`src/pkg/pla_defs.svh`:
```
// constants of the accumulator load and store datapath
`ifndef PLA_DEFS_SVH
`define PLA_DEFS_SVH
`define PLA_ACC_W 32
`define PLA_WORD_W 16
`define PLA_STACK_DEPTH 8
`define PLA_BIT_AW 12
`define PLA_CNT_W 6
`define PLA_CNT_MIN 6'h01
`define PLA_CNT_MAX 6'h20
`define PLA_MAX_IO 13'h03FF
`define PLA_MAX_CR 13'h07FF
`define PLA_MAX_STAGE 13'h03FF
`define PLA_MAX_TMR 13'h00FF
`define PLA_MAX_SP 13'h01FF
`define PLA_MAX_GIO 13'h07FF
`define PLA_LDA_LO1 16'h0300
`define PLA_LDA_HI1 16'h0EFF
`define PLA_LDA_LO2 16'h1000
`define PLA_LDA_HI2 16'h3DFF
`define PLA_OCT_DIGITS 5
`define PLA_OCT_W 20
`define PLA_NEXT_WORD 16'h0001
`endif

```
`src/pkg/pla_pkg.sv`:
```
// types of the accumulator load and store datapath
`include "pla_defs.svh"
package pla_pkg;
    typedef enum logic [3:0] {
        OP_FORMATTED_BIT_LOAD,
        OP_OCTAL_ADDRESS_LOAD,
        OP_WORD_INDEXED_LOAD,
        OP_CONSTANT_TABLE_INDEXED_LOAD,
        OP_REAL_NUMBER_LOAD_MEM,
        OP_REAL_NUMBER_LOAD_IMM,
        OP_WORD_STORE,
        OP_WORD_STORE_PTR,
        OP_DOUBLE_WORD_STORE
    } pla_op_t;
    typedef enum logic [2:0] {
        SPC_INPUT,
        SPC_OUTPUT,
        SPC_CONTROL_RELAY,
        SPC_STAGE,
        SPC_TIMER_BITS,
        SPC_COUNTER_BITS,
        SPC_SPECIAL_RELAYS,
        SPC_GLOBAL_IO_BITS
    } pla_space_t;
    typedef enum logic [2:0] {
        ST_IDLE,
        ST_BIT_WAIT,
        ST_RD_LO,
        ST_RD_HI,
        ST_CONST_WAIT,
        ST_PTR_WAIT,
        ST_WR_HI
    } pla_state_t;
endpackage

```
`src/verilog/pla_acc_stack.sv`:
```
// eight-level push-down accumulator stack
`timescale 1ns/1ps
`default_nettype none
`include "pla_defs.svh"
module pla_acc_stack import pla_pkg::*; #(
    parameter int DEPTH = `PLA_STACK_DEPTH,
    parameter int WIDTH = `PLA_ACC_W
) (
    input wire logic clk,
    input wire logic rst,
    input wire logic ce,
    input wire logic push,
    input wire logic [WIDTH-1:0] push_data,
    output logic [WIDTH-1:0] level1
);
    typedef struct packed {
        logic [DEPTH-1:0][WIDTH-1:0] lvl;
    } pla_stack_state_t;

    pla_stack_state_t s_r;
    pla_stack_state_t s_nxt;

    always_comb begin
        s_nxt = s_r;
        if (push) begin
            // the deepest entry falls off and is lost
            s_nxt.lvl[0] = push_data;
            for (int i = 1; i < DEPTH; i++) begin
                s_nxt.lvl[i] = s_r.lvl[i-1];
            end
        end
    end

    always_ff @(posedge clk or posedge rst) begin
        if (rst) begin
            s_r <= '0;
        end else if (ce) begin
            s_r <= s_nxt;
        end
    end

    assign level1 = s_r.lvl[0];
endmodule
`default_nettype wire

```
`src/verilog/pla_accumulator.sv`:
```
// accumulator load and store datapath of the controller cpu
`timescale 1ns/1ps
`default_nettype none
`include "pla_defs.svh"
// What this block does
// - The formatted bit load gathers 1 to 32 consecutive discrete bits and clears every accumulator bit above them.
// - The starting discrete bit lands in accumulator bit 0 and each following bit in the next higher bit.
// - The formatted bit load accepts only offsets whose low 12 bits keep the whole run within the range of its bit space.
// - After every load the negative flag follows the sign bit of the accumulator.
// - After every load the zero-load flag is set when the loaded value is zero.
// - A load that follows a load with no store between pushes the old accumulator onto the stack first.
// - The octal address load turns octal digits into their binary value, valid for 1400-7377 and 10000-36777.
// - The word indexed load adds stack level one to the source address and loads that word zero-extended.
// - The constant table load uses stack level one as index into the named data label area (1-FFFF).
// - The real number load fills all 32 bits from two consecutive words or from an immediate.
// - The single-word store writes the low accumulator word directly or through a pointer.
// - The double-word store writes all 32 bits to two consecutive words, low word first.
// - The accumulator is 32 bits and each word location 16 bits.
// - The stack holds eight 32-bit levels and a push drops the eighth.
module pla_accumulator import pla_pkg::*; (
    input wire logic clk,
    input wire logic rst,
    input wire logic ce,
    input wire logic cmd_valid,
    output logic cmd_ready,
    input wire pla_op_t cmd_op,
    input wire pla_space_t cmd_space,
    input wire logic [`PLA_WORD_W-1:0] cmd_addr,
    input wire logic [`PLA_CNT_W-1:0] cmd_count,
    input wire logic [`PLA_ACC_W-1:0] cmd_imm,
    output logic done,
    output logic op_error,
    output logic [`PLA_ACC_W-1:0] acc,
    output logic negative_flag,
    output logic zero_load_flag,
    output logic [`PLA_ACC_W-1:0] stack_level1,
    output logic wm_req,
    output logic wm_we,
    output logic [`PLA_WORD_W-1:0] wm_addr,
    output logic [`PLA_WORD_W-1:0] wm_wdata,
    input wire logic wm_rvalid,
    input wire logic [`PLA_WORD_W-1:0] wm_rdata,
    output logic bm_req,
    output pla_space_t bm_space,
    output logic [`PLA_BIT_AW-1:0] bm_addr,
    input wire logic bm_rvalid,
    input wire logic bm_rdata,
    output logic ct_req,
    output logic [`PLA_WORD_W-1:0] ct_label,
    output logic [`PLA_WORD_W-1:0] ct_index,
    input wire logic ct_rvalid,
    input wire logic [`PLA_WORD_W-1:0] ct_rdata
);
    typedef struct packed {
        pla_state_t st;
        pla_op_t op;
        logic [`PLA_ACC_W-1:0] acc;
        logic neg;
        logic zero;
        logic last_load;
        logic [`PLA_WORD_W-1:0] addr;
        logic [`PLA_CNT_W-1:0] cnt;
        logic [`PLA_CNT_W-1:0] idx;
        logic [`PLA_ACC_W-1:0] gath;
        logic [`PLA_WORD_W-1:0] lo;
        logic done;
        logic err;
        logic wm_req;
        logic wm_we;
        logic [`PLA_WORD_W-1:0] wm_addr;
        logic [`PLA_WORD_W-1:0] wm_wdata;
        logic bm_req;
        pla_space_t bm_space;
        logic [`PLA_BIT_AW-1:0] bm_addr;
        logic ct_req;
        logic [`PLA_WORD_W-1:0] ct_label;
        logic [`PLA_WORD_W-1:0] ct_index;
    } pla_state_rec_t;

    pla_state_rec_t s_r;
    pla_state_rec_t s_nxt;
    logic push_c;
    logic load_fin;
    logic [`PLA_ACC_W-1:0] load_val;
    logic [`PLA_ACC_W-1:0] offset_src;

    // highest offset each discrete bit space accepts
    function automatic logic [12:0] space_max(input pla_space_t sp);
        logic [12:0] m;
        m = `PLA_MAX_IO;
        unique case (sp)
            SPC_INPUT, SPC_OUTPUT, SPC_STAGE: m = `PLA_MAX_IO;
            SPC_CONTROL_RELAY: m = `PLA_MAX_CR;
            SPC_GLOBAL_IO_BITS: m = `PLA_MAX_GIO;
            SPC_TIMER_BITS, SPC_COUNTER_BITS: m = `PLA_MAX_TMR;
            SPC_SPECIAL_RELAYS: m = `PLA_MAX_SP;
        endcase
        return m;
    endfunction

    // octal digits one per nibble; three bits per digit pack into binary
    function automatic logic [`PLA_WORD_W-1:0] oct_value(input logic [`PLA_OCT_W-1:0] d);
        logic [`PLA_WORD_W-1:0] v;
        v = '0;
        for (int i = 0; i < `PLA_OCT_DIGITS; i++) begin
            v[3*i +: 3] = d[4*i +: 3];
        end
        return v;
    endfunction

    function automatic logic oct_bad(input logic [`PLA_OCT_W-1:0] d);
        logic b;
        b = 1'b0;
        for (int i = 0; i < `PLA_OCT_DIGITS; i++) begin
            b = b | d[4*i+3];
        end
        return b;
    endfunction

    pla_acc_stack #(
        .DEPTH(`PLA_STACK_DEPTH),
        .WIDTH(`PLA_ACC_W)
    ) u_stack (
        .clk(clk),
        .rst(rst),
        .ce(ce),
        .push(push_c),
        .push_data(s_r.acc),
        .level1(stack_level1)
    );

    // a load straight after a load sees its index in the accumulator, since the push lands with it
    assign offset_src = s_r.last_load ? s_r.acc : stack_level1;

    always_comb begin
        logic [12:0] last_bit;
        logic [`PLA_WORD_W-1:0] oval;
        last_bit = '0;
        oval = '0;
        s_nxt = s_r;
        load_fin = 1'b0;
        load_val = '0;
        s_nxt.done = 1'b0;
        s_nxt.err = 1'b0;
        s_nxt.wm_req = 1'b0;
        s_nxt.wm_we = 1'b0;
        s_nxt.bm_req = 1'b0;
        s_nxt.ct_req = 1'b0;
        unique case (s_r.st)
            ST_IDLE: begin
                if (cmd_valid) begin
                    s_nxt.op = cmd_op;
                    s_nxt.addr = cmd_addr;
                    s_nxt.cnt = cmd_count;
                    unique case (cmd_op)
                        OP_FORMATTED_BIT_LOAD: begin
                            last_bit = {1'b0, cmd_addr[`PLA_BIT_AW-1:0]} + {7'h00, cmd_count} - 13'h0001;
                            if (cmd_count < `PLA_CNT_MIN || cmd_count > `PLA_CNT_MAX ||
                                last_bit > space_max(cmd_space)) begin
                                s_nxt.err = 1'b1;
                                s_nxt.done = 1'b1;
                            end else begin
                                s_nxt.gath = '0;
                                s_nxt.idx = '0;
                                s_nxt.bm_req = 1'b1;
                                s_nxt.bm_space = cmd_space;
                                s_nxt.bm_addr = cmd_addr[`PLA_BIT_AW-1:0];
                                s_nxt.st = ST_BIT_WAIT;
                            end
                        end
                        OP_OCTAL_ADDRESS_LOAD: begin
                            oval = oct_value(cmd_imm[`PLA_OCT_W-1:0]);
                            if (oct_bad(cmd_imm[`PLA_OCT_W-1:0]) || |cmd_imm[`PLA_ACC_W-1:`PLA_OCT_W] ||
                                !((oval >= `PLA_LDA_LO1 && oval <= `PLA_LDA_HI1) ||
                                  (oval >= `PLA_LDA_LO2 && oval <= `PLA_LDA_HI2))) begin
                                s_nxt.err = 1'b1;
                                s_nxt.done = 1'b1;
                            end else begin
                                load_fin = 1'b1;
                                load_val = {16'h0000, oval};
                            end
                        end
                        OP_WORD_INDEXED_LOAD: begin
                            s_nxt.wm_req = 1'b1;
                            s_nxt.wm_addr = cmd_addr + offset_src[`PLA_WORD_W-1:0];
                            s_nxt.st = ST_RD_LO;
                        end
                        OP_CONSTANT_TABLE_INDEXED_LOAD: begin
                            if (cmd_addr == 16'h0000) begin
                                s_nxt.err = 1'b1;
                                s_nxt.done = 1'b1;
                            end else begin
                                s_nxt.ct_req = 1'b1;
                                s_nxt.ct_label = cmd_addr;
                                s_nxt.ct_index = offset_src[`PLA_WORD_W-1:0];
                                s_nxt.st = ST_CONST_WAIT;
                            end
                        end
                        OP_REAL_NUMBER_LOAD_MEM: begin
                            s_nxt.wm_req = 1'b1;
                            s_nxt.wm_addr = cmd_addr;
                            s_nxt.st = ST_RD_LO;
                        end
                        OP_REAL_NUMBER_LOAD_IMM: begin
                            load_fin = 1'b1;
                            load_val = cmd_imm;
                        end
                        OP_WORD_STORE: begin
                            s_nxt.wm_req = 1'b1;
                            s_nxt.wm_we = 1'b1;
                            s_nxt.wm_addr = cmd_addr;
                            s_nxt.wm_wdata = s_r.acc[`PLA_WORD_W-1:0];
                            s_nxt.last_load = 1'b0;
                            s_nxt.done = 1'b1;
                        end
                        OP_WORD_STORE_PTR: begin
                            s_nxt.wm_req = 1'b1;
                            s_nxt.wm_addr = cmd_addr;
                            s_nxt.st = ST_PTR_WAIT;
                        end
                        OP_DOUBLE_WORD_STORE: begin
                            s_nxt.wm_req = 1'b1;
                            s_nxt.wm_we = 1'b1;
                            s_nxt.wm_addr = cmd_addr;
                            s_nxt.wm_wdata = s_r.acc[`PLA_WORD_W-1:0];
                            s_nxt.last_load = 1'b0;
                            s_nxt.st = ST_WR_HI;
                        end
                        default: begin
                            s_nxt.err = 1'b1;
                            s_nxt.done = 1'b1;
                        end
                    endcase
                end
            end
            ST_BIT_WAIT: begin
                if (bm_rvalid) begin
                    s_nxt.gath[s_r.idx[4:0]] = bm_rdata;
                    if (s_r.idx == s_r.cnt - `PLA_CNT_MIN) begin
                        load_fin = 1'b1;
                        load_val = s_nxt.gath;
                        s_nxt.st = ST_IDLE;
                    end else begin
                        s_nxt.idx = s_r.idx + `PLA_CNT_MIN;
                        s_nxt.bm_req = 1'b1;
                        s_nxt.bm_addr = s_r.bm_addr + {{(`PLA_BIT_AW-1){1'b0}}, 1'b1};
                    end
                end
            end
            ST_RD_LO: begin
                if (wm_rvalid) begin
                    if (s_r.op == OP_WORD_INDEXED_LOAD) begin
                        load_fin = 1'b1;
                        load_val = {16'h0000, wm_rdata};
                        s_nxt.st = ST_IDLE;
                    end else begin
                        s_nxt.lo = wm_rdata;
                        s_nxt.wm_req = 1'b1;
                        s_nxt.wm_addr = s_r.addr + `PLA_NEXT_WORD;
                        s_nxt.st = ST_RD_HI;
                    end
                end
            end
            ST_RD_HI: begin
                if (wm_rvalid) begin
                    load_fin = 1'b1;
                    load_val = {wm_rdata, s_r.lo};
                    s_nxt.st = ST_IDLE;
                end
            end
            ST_CONST_WAIT: begin
                if (ct_rvalid) begin
                    load_fin = 1'b1;
                    load_val = {16'h0000, ct_rdata};
                    s_nxt.st = ST_IDLE;
                end
            end
            ST_PTR_WAIT: begin
                if (wm_rvalid) begin
                    // pointer word holds a binary address, not octal
                    s_nxt.wm_req = 1'b1;
                    s_nxt.wm_we = 1'b1;
                    s_nxt.wm_addr = wm_rdata;
                    s_nxt.wm_wdata = s_r.acc[`PLA_WORD_W-1:0];
                    s_nxt.last_load = 1'b0;
                    s_nxt.done = 1'b1;
                    s_nxt.st = ST_IDLE;
                end
            end
            ST_WR_HI: begin
                s_nxt.wm_req = 1'b1;
                s_nxt.wm_we = 1'b1;
                s_nxt.wm_addr = s_r.addr + `PLA_NEXT_WORD;
                s_nxt.wm_wdata = s_r.acc[`PLA_ACC_W-1:`PLA_WORD_W];
                s_nxt.done = 1'b1;
                s_nxt.st = ST_IDLE;
            end
        endcase
        push_c = load_fin & s_r.last_load;
        if (load_fin) begin
            s_nxt.acc = load_val;
            s_nxt.neg = load_val[`PLA_ACC_W-1];
            s_nxt.zero = (load_val == '0);
            s_nxt.last_load = 1'b1;
            s_nxt.done = 1'b1;
        end
    end

    always_ff @(posedge clk or posedge rst) begin
        if (rst) begin
            s_r <= '0;
        end else if (ce) begin
            s_r <= s_nxt;
        end
    end

    assign cmd_ready = (s_r.st == ST_IDLE);
    assign done = s_r.done;
    assign op_error = s_r.err;
    assign acc = s_r.acc;
    assign negative_flag = s_r.neg;
    assign zero_load_flag = s_r.zero;
    assign wm_req = s_r.wm_req;
    assign wm_we = s_r.wm_we;
    assign wm_addr = s_r.wm_addr;
    assign wm_wdata = s_r.wm_wdata;
    assign bm_req = s_r.bm_req;
    assign bm_space = s_r.bm_space;
    assign bm_addr = s_r.bm_addr;
    assign ct_req = s_r.ct_req;
    assign ct_label = s_r.ct_label;
    assign ct_index = s_r.ct_index;
endmodule
`default_nettype wire

```
`config.mk`:
```
export PLATFORM = sky130hd
export DESIGN_NAME = pla_accumulator
export DESIGN_NICKNAME = d
export VERILOG_FILES = /design/src/pkg/pla_pkg.sv /design/src/verilog/pla_acc_stack.sv /design/src/verilog/pla_accumulator.sv
export VERILOG_INCLUDE_DIRS = /design/src /design/src/pkg
export SDC_FILE = /design/constraint.sdc
export NUM_CORES = 1
export LEC_CHECK = 0
export BUFFER_PORTS_ARGS = -buffer_cell sky130_fd_sc_hd__buf_2
export CORE_MARGIN = 3
export CORE_UTILIZATION = 55
export CTS_BUF_LIST = sky130_fd_sc_hd__clkbuf_16
export CTS_CLUSTER_DIAMETER = 50
export DETAILED_ROUTE_END_ITERATION = 7
export GPL_TIMING_DRIVEN = 0
export PLACE_DENSITY = 0.82
export SYNTH_ARGS = -nofsm -noshare
export SYNTH_HDL_FRONTEND = slang
export SYNTH_SLANG_ARGS = --single-unit
```
`constraint.sdc`:
```
create_clock -name clk -period 9.25 [get_ports clk]
set_input_delay 0.4625 -clock clk [delete_from_list [all_inputs] [get_ports clk]]
set_output_delay 0.4625 -clock clk [all_outputs]
set_load 0.005 [all_outputs]
```
==> impl_metrics.csv <==
group,metric,value,unit
timing,slew_headroom,0.125,
place,place_congestion,0.996,
final_layout,final_common_cell,"buf_2",
run,maxCapViolCount,0,
detailed_routing,route.detailed.drc,9,
final_layout,final_nets,2115,
cts,insertion_delay,0.53,ns
place,placed_cells,2303,
critical_path,worstPathArrival,5.13,ns
critical_path,crit_fanout,10,
final_layout,post-route-util,0.671,
timing,rsz0062_at_grt,"no",
status,status,"finished, violations left",
critical_path,slowest_stage,"a2111oi_2",
cts,cts_tree,"done",
power,leakagePower,8.69,nW
logic_synthesis,synthCells,1681,
floorplan,design.die.area,29800,um^2
power,peakVddDrop,0.128,mV
cts,cts.sinks,234,
critical_path,path_class,"in2reg",
timing,period_needed,4.75,ns
final_layout,diodes,0,
final_layout,nFillCells,2165,
logic_synthesis,ys.flop_type,"dfrtp_1",
detailed_routing,via_per_inst,6.22,
timing,setup_viol,0,
floorplan,die_w,173,um
place,port_buffers,249,
logic_synthesis,yosys_warnings,0,
logic_synthesis,synth_area_leaders,"dfrtp_1, mux2_2, buf_4",
hold_path,min_path_type,"in2async",
timing,fin_crit_sh,0.513,
logic_synthesis,ys_types,82,
critical_path,crit_path_max_incr_delay,0.48,ns
floorplan,core_area,27100,um^2
logic_synthesis,syn_avg_cell_area,9.09,um^2
timing,drv_slew,0,
detailed_routing,dr.first_iter.drc_count,1606,
critical_path,end_kind,"flip-flop",
grt,grt_pass1_wl,81.2,mm
critical_path,crit_chain,"buf_2 > inv_1 > ha_1 > inv_1 > ha_1 > inv_1 > fa_1 > nand2b_1 > a21oi_1 > o21ai_1 > xnor2_1 > ha_1 > nand4_1 > nor4_1 > a31oi_1 > a2111oi_2 > nand2_1 > nor2_1 > clkbuf_1 > o21ai_0",
cts,clk_path_buf_depth,3,
cts,h-tree-depth,2,
cts,cts_resized,0,
place,dp_hpwl,40.6,mm
timing,hold_violations,0,
floorplan,rows,60,
floorplan,initial_core_util,0.564,
logic_synthesis,yosysSeqAreaShare,0.383,
power,p_seq_frac,0.319,
final_layout,multi_input_comb_area,7950,um^2
power,pwr-share-clk,0.240,
final_layout,final_cell_mix,"buf_2, dfrtp_1, nand2_1, nor2_1",
status,violations,"DRC",
grt,grtUsageTotal,0.343,
cts,path_clk_slew,0.06,ns
timing,max_freq,211,MHz
final_layout,area_growth,19.0,%
critical_path,reg2reg_slack,4.93,ns
power,combPwrFrac,0.442,
grt,grt_pass1_vias,14000,
critical_path,startpoint_type,"input pin",
detailed_routing,wire_per_inst,22.5,um
floorplan,die_h,173,um
logic_synthesis,ys_seq_elements,234,
critical_path,crit_buf_inv,5,
cts,cts_setup_buffers,0,
timing,finalSetupTns,0,ns
final_layout,seq_area,5860,um^2
detailed_routing,drt_wl_total,53.2,mm
logic_synthesis,syn_area,15300,um^2
logic_synthesis,synth.top_cell.area_share,0.383,
grt,grt_max_degree,122,
grt,antenna_found_initial,2,
cts,cts_buffers,34,
logic_synthesis,syn-num-nets,1829,
grt,gr-total-overflow,0,
final_layout,drive_gt1_frac,0.284,
logic_synthesis,synth_top_cell_by_area,"dfrtp_1",
cts,ctsRootBufferMaster,"clkbuf_16",
final_layout,stdcell_count,2365,
power,power.internal,3.33,mW
timing,finalClockSkew,0.0295,ns
critical_path,path_delay_family,"simple AND/OR/NAND/NOR gates",
timing,worst_pin_slew,1.29,ns
detailed_routing,num_vias,14700,
power,swShare,0.405,
logic_synthesis,synthArstFlopShare,1.00,
floorplan,floorplan.io_pins,253,
power,power_density,308,nW/um^2
detailed_routing,firstDrtPassIters,8,
detailed_routing,ant_nets,0,
logic_synthesis,synth_enable_flop_cells,0,
power,p_sw,2.26,mW
critical_path,worstPathRequired,9.64,ns
cts,cts_hold_buf,0,
power by group through the flow:
stage / registers [mW] / clock network, mW / logic [mW]
floorplan: 1.63 / 0 / 1.70
global placement: 1.76 / 0 / 2.33
detailed placement: 1.78 / 0 / 2.40
CTS: 1.76 / 1.35 / 2.42
global route: 1.81 / 1.39 / 2.68
finish: 1.78 / 1.34 / 2.47
cell families after synthesis:
group,synth area share
adders and majority gates,0.0395
buffers and inverters,0.0963
xor gates and xnor gates,0.0257
muxes,0.110
and+or+nand+nor,0.164
AOI/OAI and AO/OA,0.182
DFF,0.383
final cells by class:
class                      count  area share
timing repair buffer         250      0.0701
tap                          372      0.0256
buffer                       212      0.0702
clock inverter                28      0.0170
sequential                   234       0.322
multi-input combinational   1183       0.437
inverter                      52      0.0111
clock buffer                  34      0.0468
state kept, by name (all words and copies together), names as in the netlist:
register and flops:
zero_load_flag 1, ct_label 16, done 1, bm_space 3, op_error 1, wm_addr 16, wm_req 1, ct_index 16
acc 32, bm_req 1, ct_req 1, wm_wdata 16, wm_we 1, s_r 84, u_stack.level1 32, bm_addr 12
per-layer routing:
layer  vias to the layer above  wire [um]  global-route usage
met5                         -         20                   0
met4                         4       3570               0.202
met3                       197       5480              0.0696
met2                       925      23000               0.519
met1                      7025      21100               0.459
li1                       6555          -                   -
cells in the mapped netlist, types with 8 or more instances:
cell type / count
inv_1: 50
xor2_1: 21
o21a_1: 17
a221oi_1: 19
a21o_1: 9
nor2b_1: 9
a21boi_0: 8
nand2_1: 179
a211oi_1: 13
clkbuf_1: 74
a22oi_1: 25
buf_4: 111
xnor2_1: 22
nor2_1: 152
nor3_1: 27
and3_1: 17
mux2i_1: 30
mux2_2: 82
nand2b_1: 11
a31oi_1: 42
nand4b_1: 8
o21ai_0: 98
nand4_1: 17
a222oi_1: 20
nor4_1: 15
mux2_4: 30
nand3_1: 41
a21oi_1: 111
dfrtp_1: 234
ha_1: 45
buf_2: 15
per-stage QoR:
step                instance area [um^2]  power (mW)  hold slack [ns]  setup slack [ns]
floorplan                          15300        3.32            0.451              2.37
global placement                   17000        4.09            0.463            -0.215
detailed placement                 17000        4.18            0.467              4.12
CTS                                18200        5.53            0.133              4.65
global route                       18200        5.89            0.134              4.14
finish                             18200        5.59           0.0598              4.50
worst paths after layout:
| path | startpoint | to | cells past startpoint |
|---|---|---|---|
| min reg2reg | wm_req$_DFFE_PP0P_ | wm_req$_DFFE_PP0P_ | 1 |
| max in group asynchronous | rst | s_r[160]$_DFFE_PP0P_ | 3 |
| min | rst | u_stack.level1[25]$_DFFE_PP0P_ | 2 |
| max | cmd_addr[1] | s_r[102]$_DFFE_PP0P_ | 20 |
| min in group clk | cmd_space[2] | bm_space[2]$_DFFE_PP0P_ | 2 |
| max reg2reg | s_r[161]$_DFFE_PP0P_ | wm_addr[12]$_DFFE_PP0P_ | 13 |
(Power assumes the default switching activity.)
